## config.mk

```make
export PLATFORM = sky130hd
export DESIGN_NAME = sine_pattern_sequencer
export DESIGN_NICKNAME = d
export VERILOG_FILES = /design/src/common/sine_seq_pkg.sv /design/src/rtl/step_divider.sv /design/src/rtl/wave_shaper.sv /design/src/rtl/sine_pattern_sequencer.sv
export SDC_FILE = /design/constraint.sdc
export NUM_CORES = 2
export LEC_CHECK = 0
export ABC_AREA = 0
export BUFFER_PORTS_ARGS = -buffer_cell sky130_fd_sc_hd__buf_2
export CAP_MARGIN = 25
export CORE_MARGIN = 5
export CORE_UTILIZATION = 60
export CTS_CLUSTER_DIAMETER = 120
export DETAILED_ROUTE_END_ITERATION = 12
export PLACE_DENSITY = 0.8
export SLEW_MARGIN = 20
export SYNTH_ARGS = -nofsm -noshare
export SYNTH_HDL_FRONTEND = slang
export SYNTH_SLANG_ARGS = --single-unit
```

## constraint.sdc

```tcl
create_clock -name aclk -period 4.91 [get_ports aclk]
set_input_delay 0.982 -clock aclk [delete_from_list [all_inputs] [get_ports aclk]]
set_output_delay 0.982 -clock aclk [all_outputs]
set_load 0.02 [all_outputs]
```

## src/common/sine_seq_pkg.sv

```systemverilog
package sine_seq_pkg;

    // System clock rate and period
    localparam int unsigned CLK_HZ    = 10_000_000;
    localparam int unsigned CLK_NS    = 100;

    // Register bus geometry
    localparam int ADDR_W             = 10;
    localparam int DATA_W             = 32;
    localparam logic [9:0] OFF_CTRL   = 10'h000;
    localparam logic [9:0] OFF_DIV    = 10'h004;
    localparam logic [9:0] OFF_HALF   = 10'h008;
    localparam logic [9:0] OFF_STAT   = 10'h00c;
    localparam logic [9:0] OFF_RAM    = 10'h200;
    localparam logic [9:0] OFF_RAM_LAST = 10'h2fc;
    localparam int RAM_IDX_LSB        = 2;
    localparam int RAM_IDX_W          = 6;
    localparam int RAM_BYTES          = 64;

    // Pattern region as the CPU sees it
    localparam logic [7:0] PATTERN_BASE = 8'h80;

    // Field positions and widths
    localparam int RUN_BIT            = 7;
    localparam int BIAS_BIT           = 4;
    localparam int DIV_W              = 6;
    localparam int HALF_W             = 5;
    localparam int SAMPLE_W           = 9;
    localparam int DAC_W              = 10;
    localparam int STAT_PHASE_BIT     = 8;
    localparam logic [9:0] DAC_MID    = 10'h200;

    // Reset values of the software registers
    localparam logic [5:0] DIV_RESET  = 6'h00;
    localparam logic [4:0] HALF_RESET = 5'h00;

    // AXI response codes
    localparam logic [1:0] RESP_OKAY   = 2'h0;
    localparam logic [1:0] RESP_SLVERR = 2'h2;
    localparam logic [1:0] RESP_DECERR = 2'h3;

    // Register selection after address decode
    typedef enum logic [2:0] {
        REG_CTRL = 3'b000,
        REG_DIV  = 3'b001,
        REG_HALF = 3'b010,
        REG_STAT = 3'b011,
        REG_RAM  = 3'b100,
        REG_NONE = 3'b101
    } reg_sel_t;

    // Sample word towards the DAC with its update pulse
    typedef struct packed {
        logic [9:0] code;
        logic       update;
    } wave_out_t;

    // Shared decoder for the read and write paths
    function automatic reg_sel_t reg_decode(input logic [9:0] addr);
        reg_sel_t sel;
        sel = REG_NONE;
        if (addr == OFF_CTRL) sel = REG_CTRL;
        else if (addr == OFF_DIV) sel = REG_DIV;
        else if (addr == OFF_HALF) sel = REG_HALF;
        else if (addr == OFF_STAT) sel = REG_STAT;
        else if (addr >= OFF_RAM && addr <= OFF_RAM_LAST && addr[1:0] == 2'h0) sel = REG_RAM;
        return sel;
    endfunction

endpackage

```

## src/rtl/step_divider.sv

```systemverilog
`timescale 1ns/100ps
module step_divider
    import sine_seq_pkg::*;
(
    // Clock and reset
    input  wire logic             aclk,
    input  wire logic             aresetn,
    // Control
    input  wire logic             run,
    input  wire logic [DIV_W-1:0] div_field,
    // One pulse every N clocks
    output logic                  step
);

    // Whole state of the divider
    typedef struct packed {
        logic [DIV_W-1:0] count;  // Clocks since last step
        logic             step;   // Registered step pulse
    } div_state_t;

    div_state_t s;       // Current state
    div_state_t next_s;  // Next state

    // Count to div_field, then pulse and restart
    always_comb begin
        next_s = s;
        next_s.step = 1'b0;
        if (!s.step && !run) begin
            next_s.count = '0;
        end else if (!run) begin
            next_s.count = '0;
        end else if (s.count == div_field) begin
            next_s.count = '0;
            next_s.step = 1'b1;
        end else begin
            next_s.count = s.count + 1'b1;
        end
    end

    // State register
    always_ff @(posedge aclk) begin
        if (!aresetn) begin
            s <= '0;
        end else begin
            s <= next_s;
        end
    end

    assign step = s.step;

endmodule

```

## src/rtl/wave_shaper.sv

```systemverilog
`timescale 1ns/100ps
module wave_shaper
    import sine_seq_pkg::*;
(
    // Clock and reset
    input  wire logic                aclk,
    input  wire logic                aresetn,
    // Sample in
    input  wire logic                run,
    input  wire logic                load,
    input  wire logic                phase,
    input  wire logic [SAMPLE_W-1:0] sample,
    // DAC word out
    output wave_out_t                wave
);

    wave_out_t s;       // Current output word
    wave_out_t next_s;  // Next output word

    // Offset the sample above or below midscale
    always_comb begin
        next_s = s;
        next_s.update = 1'b0;
        if (!run) begin
            // Park at midscale while powered down
            next_s.code = DAC_MID;
        end else if (load) begin
            next_s.update = 1'b1;
            if (phase) begin
                next_s.code = DAC_MID - {1'b0, sample};
            end else begin
                next_s.code = DAC_MID + {1'b0, sample};
            end
        end
    end

    // Output register
    always_ff @(posedge aclk) begin
        if (!aresetn) begin
            s <= '{code: DAC_MID, update: 1'b0};
        end else begin
            s <= next_s;
        end
    end

    assign wave = s;

endmodule

```

## src/rtl/sine_pattern_sequencer.sv

```systemverilog
// Summary of operation
// - Sine period is clock divided by M.
// - Sample index steps once every N clocks.
// - Half count is half full, at most 32.
// - Covers low to high output frequency range.
// - Example settings at 9.6 MHz clock given.
// - Half wave pattern stored in pattern RAM.
// - Low byte even address, ninth bit odd.
// - CPU locked out of RAM while running.
// - Samples fetched from RAM, sent to DAC.
// - Full sine built from half pattern.
// - Run bit 7 starts; zero powers down.
// - Bias bit 4 enables midscale bias.
// - Divider ratio is field plus one.
// - Half count is field plus one.
// - Unimplemented control bits read as zero.
//
// The AXI4-Lite register port and the register addresses are this design's own decisions.
`timescale 1ns/100ps
module sine_pattern_sequencer
    import sine_seq_pkg::*;
(
    // Clock and reset
    input  wire logic              aclk,
    input  wire logic              aresetn,
    // AXI4-Lite write address
    input  wire logic [ADDR_W-1:0] s_axi_awaddr,
    input  wire logic [2:0]        s_axi_awprot,
    input  wire logic              s_axi_awvalid,
    output logic                   s_axi_awready,
    // AXI4-Lite write data
    input  wire logic [DATA_W-1:0] s_axi_wdata,
    input  wire logic [3:0]        s_axi_wstrb,
    input  wire logic              s_axi_wvalid,
    output logic                   s_axi_wready,
    // AXI4-Lite write response
    output logic [1:0]             s_axi_bresp,
    output logic                   s_axi_bvalid,
    input  wire logic              s_axi_bready,
    // AXI4-Lite read address
    input  wire logic [ADDR_W-1:0] s_axi_araddr,
    input  wire logic [2:0]        s_axi_arprot,
    input  wire logic              s_axi_arvalid,
    output logic                   s_axi_arready,
    // AXI4-Lite read data
    output logic [DATA_W-1:0]      s_axi_rdata,
    output logic [1:0]             s_axi_rresp,
    output logic                   s_axi_rvalid,
    input  wire logic              s_axi_rready,
    // Analog side
    output wave_out_t              wave_output_pin,
    output logic                   dac_power_on,
    output logic                   bias_on
);

    // Whole state of the sequencer and its bus slave
    // RAM kept as flops: small, and shared by two users
    typedef struct packed {
        logic                        awready;    // Address slot free
        logic                        aw_full;    // Write address held
        logic [ADDR_W-1:0]           aw_addr;    // Held write address
        logic                        wready;     // Data slot free
        logic                        w_full;     // Write data held
        logic [7:0]                  w_data;     // Held lane 0 byte
        logic                        w_lane0;    // Lane 0 strobe
        logic                        bvalid;     // Write answer pending
        logic [1:0]                  bresp;      // Write answer code
        logic                        arready;    // Read slot free
        logic                        rvalid;     // Read answer pending
        logic [DATA_W-1:0]           rdata;      // Read answer data
        logic [1:0]                  rresp;      // Read answer code
        logic                        run;        // wave_run_enable
        logic                        bias;       // bias_divider_enable
        logic [DIV_W-1:0]            div_field;  // sine_clock_divider
        logic [HALF_W-1:0]           half_field; // half_wave_sample_count
        logic [HALF_W-1:0]           index;      // Sample index in half
        logic                        phase;      // 0 upper, 1 lower half
        logic [RAM_BYTES-1:0][7:0]   ram;        // Pattern bytes
    } seq_state_t;

    // State and its next copy
    seq_state_t s;       // Current state
    seq_state_t next_s;  // Next state

    // Helper nets, none stored
    logic                 step;       // Divider pulse, one per N clocks
    logic [SAMPLE_W-1:0]  sample;     // Sample at current index
    reg_sel_t             wr_sel;     // Decoded write target
    reg_sel_t             rd_sel;     // Decoded read target
    logic [RAM_IDX_W-1:0] wr_idx;     // RAM byte for the write
    logic [RAM_IDX_W-1:0] rd_idx;     // RAM byte for the read
    logic [7:0]           fetch_addr; // Byte address being fetched

    // Protection bits are ignored; every access is treated alike
    // Upper lanes and strobes unused too
    logic unused_prot;
    assign unused_prot = ^{s_axi_awprot, s_axi_arprot, s_axi_wdata[DATA_W-1:8],
                           s_axi_wstrb[3:1]};

    // N from 1 to 64
    // Own module, so its count stays apart
    step_divider step_divider_inst (
        .aclk      (aclk),
        .aresetn   (aresetn),
        .run       (s.run),
        .div_field (s.div_field),
        .step      (step)
    );

    // 9-bit entries, 32 deep
    // Combinational: ready on the step edge
    // low byte even, ninth bit odd
    assign sample = {s.ram[{s.index, 1'b1}][0], s.ram[{s.index, 1'b0}]};

    // Byte address of the fetch in CPU terms
    // Shown in status for software
    assign fetch_addr = PATTERN_BASE + {2'b00, s.index, 1'b0};

    // full wave formed at the pin
    // Registered, so the DAC word moves on one edge
    wave_shaper wave_shaper_inst (
        .aclk    (aclk),
        .aresetn (aresetn),
        .run     (s.run),
        .load    (step),
        .phase   (s.phase),
        .sample  (sample),
        .wave    (wave_output_pin)
    );

    // Bus slave, register file and sample stepping
    // Write lands two edges after the later half;
    // bvalid rises with it. A read is answered
    // on the edge after it is taken.
    // One process, so the readies can come last
    always_comb begin
        // Defaults: hold state, no target
        next_s = s;
        wr_sel = REG_NONE;
        rd_sel = REG_NONE;
        // Byte indices into the RAM window
        wr_idx = s.aw_addr[RAM_IDX_LSB +: RAM_IDX_W];
        rd_idx = s_axi_araddr[RAM_IDX_LSB +: RAM_IDX_W];

        // Take write address when offered
        // Held until the data joins it
        if (s_axi_awvalid && s.awready) begin
            next_s.aw_full = 1'b1;
            next_s.aw_addr = s_axi_awaddr;
        end

        // Take write data when offered, in either order
        // Registers are one byte: lane 0 only
        if (s_axi_wvalid && s.wready) begin
            next_s.w_full = 1'b1;
            next_s.w_data = s_axi_wdata[7:0];
            next_s.w_lane0 = s_axi_wstrb[0];
        end

        // Write answer accepted by the master
        // Frees the slots for the next edge
        if (s.bvalid && s_axi_bready) begin
            next_s.bvalid = 1'b0;
        end

        // Both halves held: perform the write
        // Waits while an answer is still pending
        if (s.aw_full && s.w_full && !s.bvalid) begin
            next_s.aw_full = 1'b0;
            next_s.w_full = 1'b0;
            next_s.bvalid = 1'b1;
            next_s.bresp = RESP_OKAY;
            // Default answer; cases may refuse
            wr_sel = reg_decode(s.aw_addr);
            unique case (wr_sel)
                REG_CTRL: begin
                    // Other bits have no storage
                    // run bit in top position
                    if (s.w_lane0) begin
                        next_s.run = s.w_data[RUN_BIT];
                        next_s.bias = s.w_data[BIAS_BIT];
                    end
                end

                REG_DIV: begin
                    // Only the low six bits are kept
                    // Below the live count: waits for wrap
                    if (s.w_lane0) begin
                        next_s.div_field = s.w_data[DIV_W-1:0];
                    end
                end

                REG_HALF: begin
                    // Below the live index: waits for wrap
                    // five bits cap the half at 32
                    if (s.w_lane0) begin
                        next_s.half_field = s.w_data[HALF_W-1:0];
                    end
                end

                REG_STAT: begin
                    // Status has no storage
                    // Read-only; write quietly dropped
                    next_s.bresp = RESP_OKAY;
                end

                REG_RAM: begin
                    // Byte from the held address
                    // writes refused while running
                    if (s.run) begin
                        next_s.bresp = RESP_SLVERR;
                    end else if (s.w_lane0) begin
                        next_s.ram[wr_idx] = s.w_data;
                    end
                end

                REG_NONE: begin
                    // Unmapped or misaligned
                    // Nothing decodes here
                    next_s.bresp = RESP_DECERR;
                end
            endcase
        end

        // Read answer accepted by the master
        // Frees the read slot for the next edge
        if (s.rvalid && s_axi_rready) begin
            next_s.rvalid = 1'b0;
        end

        // Take a read and answer on the next edge
        // Decoded from the live bus address
        if (s_axi_arvalid && s.arready) begin
            next_s.rvalid = 1'b1;
            next_s.rresp = RESP_OKAY;
            next_s.rdata = '0;
            // From zero, so gaps read zero
            rd_sel = reg_decode(s_axi_araddr);
            unique case (rd_sel)
                REG_CTRL: begin
                    // Only run and bias exist
                    // unused bits read zero
                    next_s.rdata[RUN_BIT] = s.run;
                    next_s.rdata[BIAS_BIT] = s.bias;
                end

                REG_DIV: begin
                    // Field only; upper bits zero
                    next_s.rdata[DIV_W-1:0] = s.div_field;
                end

                REG_HALF: begin
                    // Field only; upper bits zero
                    next_s.rdata[HALF_W-1:0] = s.half_field;
                end

                REG_STAT: begin
                    // Live fetch address and half-wave phase
                    // Index doubles to a byte address
                    next_s.rdata[7:0] = fetch_addr;
                    next_s.rdata[STAT_PHASE_BIT] = s.phase;
                end

                REG_RAM: begin
                    // Refused read answers zero data
                    // reads refused while running
                    if (s.run) begin
                        next_s.rresp = RESP_SLVERR;
                    end else begin
                        next_s.rdata[7:0] = s.ram[rd_idx];
                    end
                end

                REG_NONE: begin
                    // Unmapped or misaligned
                    next_s.rresp = RESP_DECERR;
                end
            endcase
        end

        // Sample stepping through the half pattern
        // Shaper loads the old index on this step
        if (!s.run) begin
            // Divider restarts from run by itself
            // stopped sequencer returns to start
            next_s.index = '0;
            next_s.phase = 1'b0;
        end else if (step) begin
            // One index per divider pulse
            // wrap at half count, flip phase
            // half count is field plus one
            // 2 x half x N clocks per period
            if (s.index == s.half_field) begin
                next_s.index = '0;
                next_s.phase = ~s.phase;
            end else begin
                // Next sample of this half
                next_s.index = s.index + 1'b1;
            end
        end

        // Ready flags follow the slots; one of each in flight
        // From next values: a slot frees as its answer goes
        next_s.awready = !next_s.aw_full && !next_s.bvalid;
        next_s.wready = !next_s.w_full && !next_s.bvalid;
        next_s.arready = !next_s.rvalid;
    end

    // State register; readies held low during reset
    // Pattern clears too; software reloads it
    always_ff @(posedge aclk) begin
        if (!aresetn) begin
            s <= '0;
            s.div_field <= DIV_RESET;
            s.half_field <= HALF_RESET;
        end else begin
            s <= next_s;
        end
    end

    // Bus outputs straight from the state
    // No logic between flop and pin
    assign s_axi_awready = s.awready;
    assign s_axi_wready = s.wready;
    assign s_axi_bvalid = s.bvalid;
    assign s_axi_bresp = s.bresp;
    assign s_axi_arready = s.arready;
    assign s_axi_rvalid = s.rvalid;
    assign s_axi_rdata = s.rdata;
    assign s_axi_rresp = s.rresp;

    // Amplifier and DAC share one enable
    // DAC and buffer amp powered only while running
    assign dac_power_on = s.run;
    // Bias runs even while stopped
    // bias follows its own bit
    assign bias_on = s.bias;

endmodule

```

==> summary.txt <==
Synth
  – Sequential fraction of the synthesis area: 0.3910
  – Post-synthesis average cell area: between 9 and 10 µm²
  – Dominant synthesized flop cell: sky130_fd_sc_hd__dfxtp_1
  – Synth Area in XOR/XNOR: 0.006692
  – Synthesis warning total: 0
  – Area leader, netlist: sky130_fd_sc_hd__dfxtp_1
  – Fraction of the mapped netlist area in adder cells: 0.001247
  – Share of async-settable or async-resettable flops after synthesis: 0
  – Area fraction in compound gates after synthesis: 0.1163
  – Mapped Cells: 3,058
  – Post-synth top area share: 0.3910
  – Share of cell area taken by muxes after synthesis: 0.2418
  – Post-Synthesis Cell Area: 30,100 µm²
  – Number of storage elements in the synthesis netlist: 588
  – Main combinational cell family by area after synthesis: multiplexers
  – Number of distinct library cells after synthesis: about 70
  – Post-synthesis simple-gate area fraction: 0.1940
  – Largest cells by area after synthesis: sky130_fd_sc_hd__dfxtp_1 39%, sky130_fd_sc_hd__mux4_2 16%, sky130_fd_sc_hd__a21boi_0 9.0%, sky130_fd_sc_hd__mux2i_1 7.7%, sky130_fd_sc_hd__nand2_1 5.9%
  – Number of synthesized flops with an enable pin: 0

Detailed routing
  – Number of detailed-route iterations in the first pass: 6
  – Top layer used by detailed routing: met5
  – Met1 layer wirelength in the final routing: 34,820 µm
  – Amount of wire on met3 after detailed routing: around 13,000 µm
  – Detail-routed net length per standard cell: about 26 µm
  – DRC violations left: 0
  – Vias post-DR: approximately 25,000
  – DRT Wirelength: ~95,000 µm
  – Average vias per placed instance: between 6 and 7
  – Number of nets still failing antenna checks after routing: 0
  – Detailed Route Iter0 Violations: roughly 4,000
  – Routed length on met2: 42,000 µm

Global routing
  – Pin count of the biggest net entering global routing: around 280
  – Remaining global-route overflow: 0
  – Via count of the first global-routing pass: ~24,000
  – Number of antenna violations at the first check in global routing: 4
  – Global router's overall resource usage: 0.3402
  – Wire length of the first global-routing pass: 144,300 µm

STA
  – Total count of max-transition violations in the final report: 0
  – Final critical delay including setup and external delays: 3.806 ns
  – Relative slew slack: 0.2948
  – Fin. Hold Viols: 0
  – Worst Hold Slack: approximately 0.46 ns
  – Count of final setup violators: 0
  – RSZ-0062 raised after global routing: false
  – Pin slew with the least headroom to its limit: roughly 1.1 ns
  – Part of the cycle the worst path needs: 0.7752
  – Accumulated negative setup slack: 0 ns
  – FMAX: 0.2627 GHz
  – Setup Skew: 0.01885 ns

Pwr
  – Leakage power: ~10 nW
  – Maximum vdd ir drop: roughly 260 µV
  – Power density over the cells: a little over 300 nW/µm²

Run status
  – Run status: complete, no violations

Finish
  – Fraction of final layout cells with drive strength greater than 1: 0.1723
  – Post-layout net count: 3,025
  – Filler cells: between 3,000 and 4,000
  – Leading cell type in the layout, fill and taps excluded: sky130_fd_sc_hd__dfxtp_1
  – Highest-count cells in the layout ignoring fill and taps: 577 x sky130_fd_sc_hd__dfxtp_1, 472 x sky130_fd_sc_hd__nand2_1, 360 x sky130_fd_sc_hd__a21boi_0
  – Relative area change from synthesis to final layout: 8.845%
  – Final non-filler cell area: between 30,000 and 40,000 µm²

Clock tree
  – Post-CTS setup repair buffer count: 0
  – Number of buffers created by CTS: 58
  – Clock tree from TritonCTS: built
  – Worst-Skew Late Latency: ~0.63 ns
  – Maximum level of the CTS H-tree: 2
  – Count of clock tree sinks: 588
  – Bufs on Longest Clock Path: 3
  – Root buffer cell: sky130_fd_sc_hd__clkbuf_16
  – Hold_buf cts: 0
  – Post_cts resized: 0
  – Clk pin slew, worst setup/hold paths: 0.06 ns

Place
  – Placer's final routability congestion estimate: approximately 0.94
  – Number of buffer cells added on primary ports: 66
  – DPL Wire Length: ~61,000 µm
  – DP Area: 30,710 µm²

Floorplanning
  – Chip Width: about 230 µm
  – Top-level I/O count: roughly 120
  – Vert. Die Dim: ~230 µm
  – Die Area: about 55,000 µm²
  – Effective utilization at floorplan: 0.6037
  – Number of placement rows: just over 80
  – Core ar.: roughly 50,000 µm²

Setup path
  – Critical Path Fanout Max: 16
  – Flop2flop setup slack: 1.10 ns
  – Reg-to-Reg Start: s[516]
  – Critical Path RT: between 5 and 6 ns
  – Type of element launching the critical path: register
  – Start point of the critical path: s[516]
  – Data arrival, critical path: 4.36 ns
  – Endpoint type of the worst setup path: register
  – Setup CP Type: register to register
  – Timing endpoint of the critical path: wave_shaper_inst.wave[8]
  – Number of cells traversed by the worst register-to-register path: 7
  – FF-to-FF End: wave_shaper_inst.wave[8]

Run
  – Max-cap violations: 0

Worst hold path
  – Path class of the lowest-slack min-delay path: register to register
[worst min path at each step]
stage	startpoint	to	slack [ns]	cells past startpoint
after floorplan	s[111]	s[111]	0.43	2
after global placement	s[111]	s[111]	0.44	2
after detailed placement	s[111]	s[111]	0.45	2
after CTS	s[111]	s[111]	0.46	2
after global routing	s[581]	s[581]	0.48	2
final	s_axi_rresp[0]	s_axi_rresp[0]	0.46	2
[cell usage after synthesis (8+ instances only)]
master                     count
sky130_fd_sc_hd__mux4_2      216
sky130_fd_sc_hd__nand3_1     344
sky130_fd_sc_hd__mux2i_1     231
sky130_fd_sc_hd__o21ai_0      36
sky130_fd_sc_hd__clkbuf_1    222
sky130_fd_sc_hd__buf_2        26
sky130_fd_sc_hd__a21boi_0    360
sky130_fd_sc_hd__xnor2_1      13
sky130_fd_sc_hd__nand2_1     472
sky130_fd_sc_hd__nor2b_1     200
sky130_fd_sc_hd__nor2_4       16
sky130_fd_sc_hd__buf_4        41
sky130_fd_sc_hd__nor2_1       48
sky130_fd_sc_hd__xor2_1       10
sky130_fd_sc_hd__dfxtp_1     588
sky130_fd_sc_hd__and2_1        9
sky130_fd_sc_hd__a22oi_1      17
sky130_fd_sc_hd__a21oi_1      19
sky130_fd_sc_hd__mux2_2        9
sky130_fd_sc_hd__buf_1        32
sky130_fd_sc_hd__nand4_1      12
sky130_fd_sc_hd__nor3_1       12
sky130_fd_sc_hd__nor2_8        8
[sequential cells by signal, summed over array words and instances, names as in the netlist, 2 cells and up]
register	cells
s_axi_bresp	2
s_axi_rresp	2
s_axi_rdata	9
s	550
wave_shaper_inst.wave	11
step_divider_inst.s	6
[metal layers]
layer / vias up / track usage
li1: 10650 / -
met1: 12100 / 0.4437
met2: 1857 / 0.5163
met3: 393 / 0.09929
met4: 2 / 0.1780
met5: - / 0
[worst max-delay path: stages (launching register included)]
cell,delay [ns]
sky130_fd_sc_hd__dfxtp_1,0.90
sky130_fd_sc_hd__nor2b_1,0.46
sky130_fd_sc_hd__a22oi_1,0.50
sky130_fd_sc_hd__nand4_1,0.27
sky130_fd_sc_hd__a222oi_1,0.65
sky130_fd_sc_hd__nand2_1,0.27
sky130_fd_sc_hd__or4_1,0.57
sky130_fd_sc_hd__nand3_1,0.09
[area by class of cell]
cell class / count / area, µm² / area share
clock inverters: 20 / 282.8 / 0.008630
clock buffers: 87 / 1762 / 0.05377
multi-input cells: 2158 / 17010 / 0.5192
diodes: 4 / 10.01 / 0.0003055
flip-flops and latches: 588 / 11790 / 0.3598
repair buffers: 138 / 1033 / 0.03154
inverters: 9 / 33.78 / 0.001031
well taps: 672 / 840.8 / 0.02566
[cells by family (layout without fill, tap and decap cells)]
kind of cell,after synthesis,in the layout
other cells,1,27
simple gates,1173,1173
mux,456,456
xor+xnor,23,23
compound gates,480,480
fa+ha+maj,3,3
buf+inv,334,254
flops,588,588
[per-stage QoR]
step	instances	total power, W	util	setup slack [ns]
after detailed placement	3565	0.005431	0.6159	1.156
after CTS	3672	0.01011	0.6569	1.281
final	3676	0.01014	0.6571	1.104
after global routing	3672	0.01032	0.6569	1.067
after floorplan	3080	0.005291	-	1.385
after global placement	3565	0.005423	0.6159	1.177
[power breakdown]
group	leakage [nW]	total, W	internal [W]	switching, W
combinational	4.52	0.000540	0.000181	0.000359
sequential	4.74	0.00480	0.00478	0.0000178
clock	1.02	0.00479	0.00283	0.00196
total	10.3	0.0101	0.00780	0.00234
Note: power is estimated with default switching activity, not from simulation.
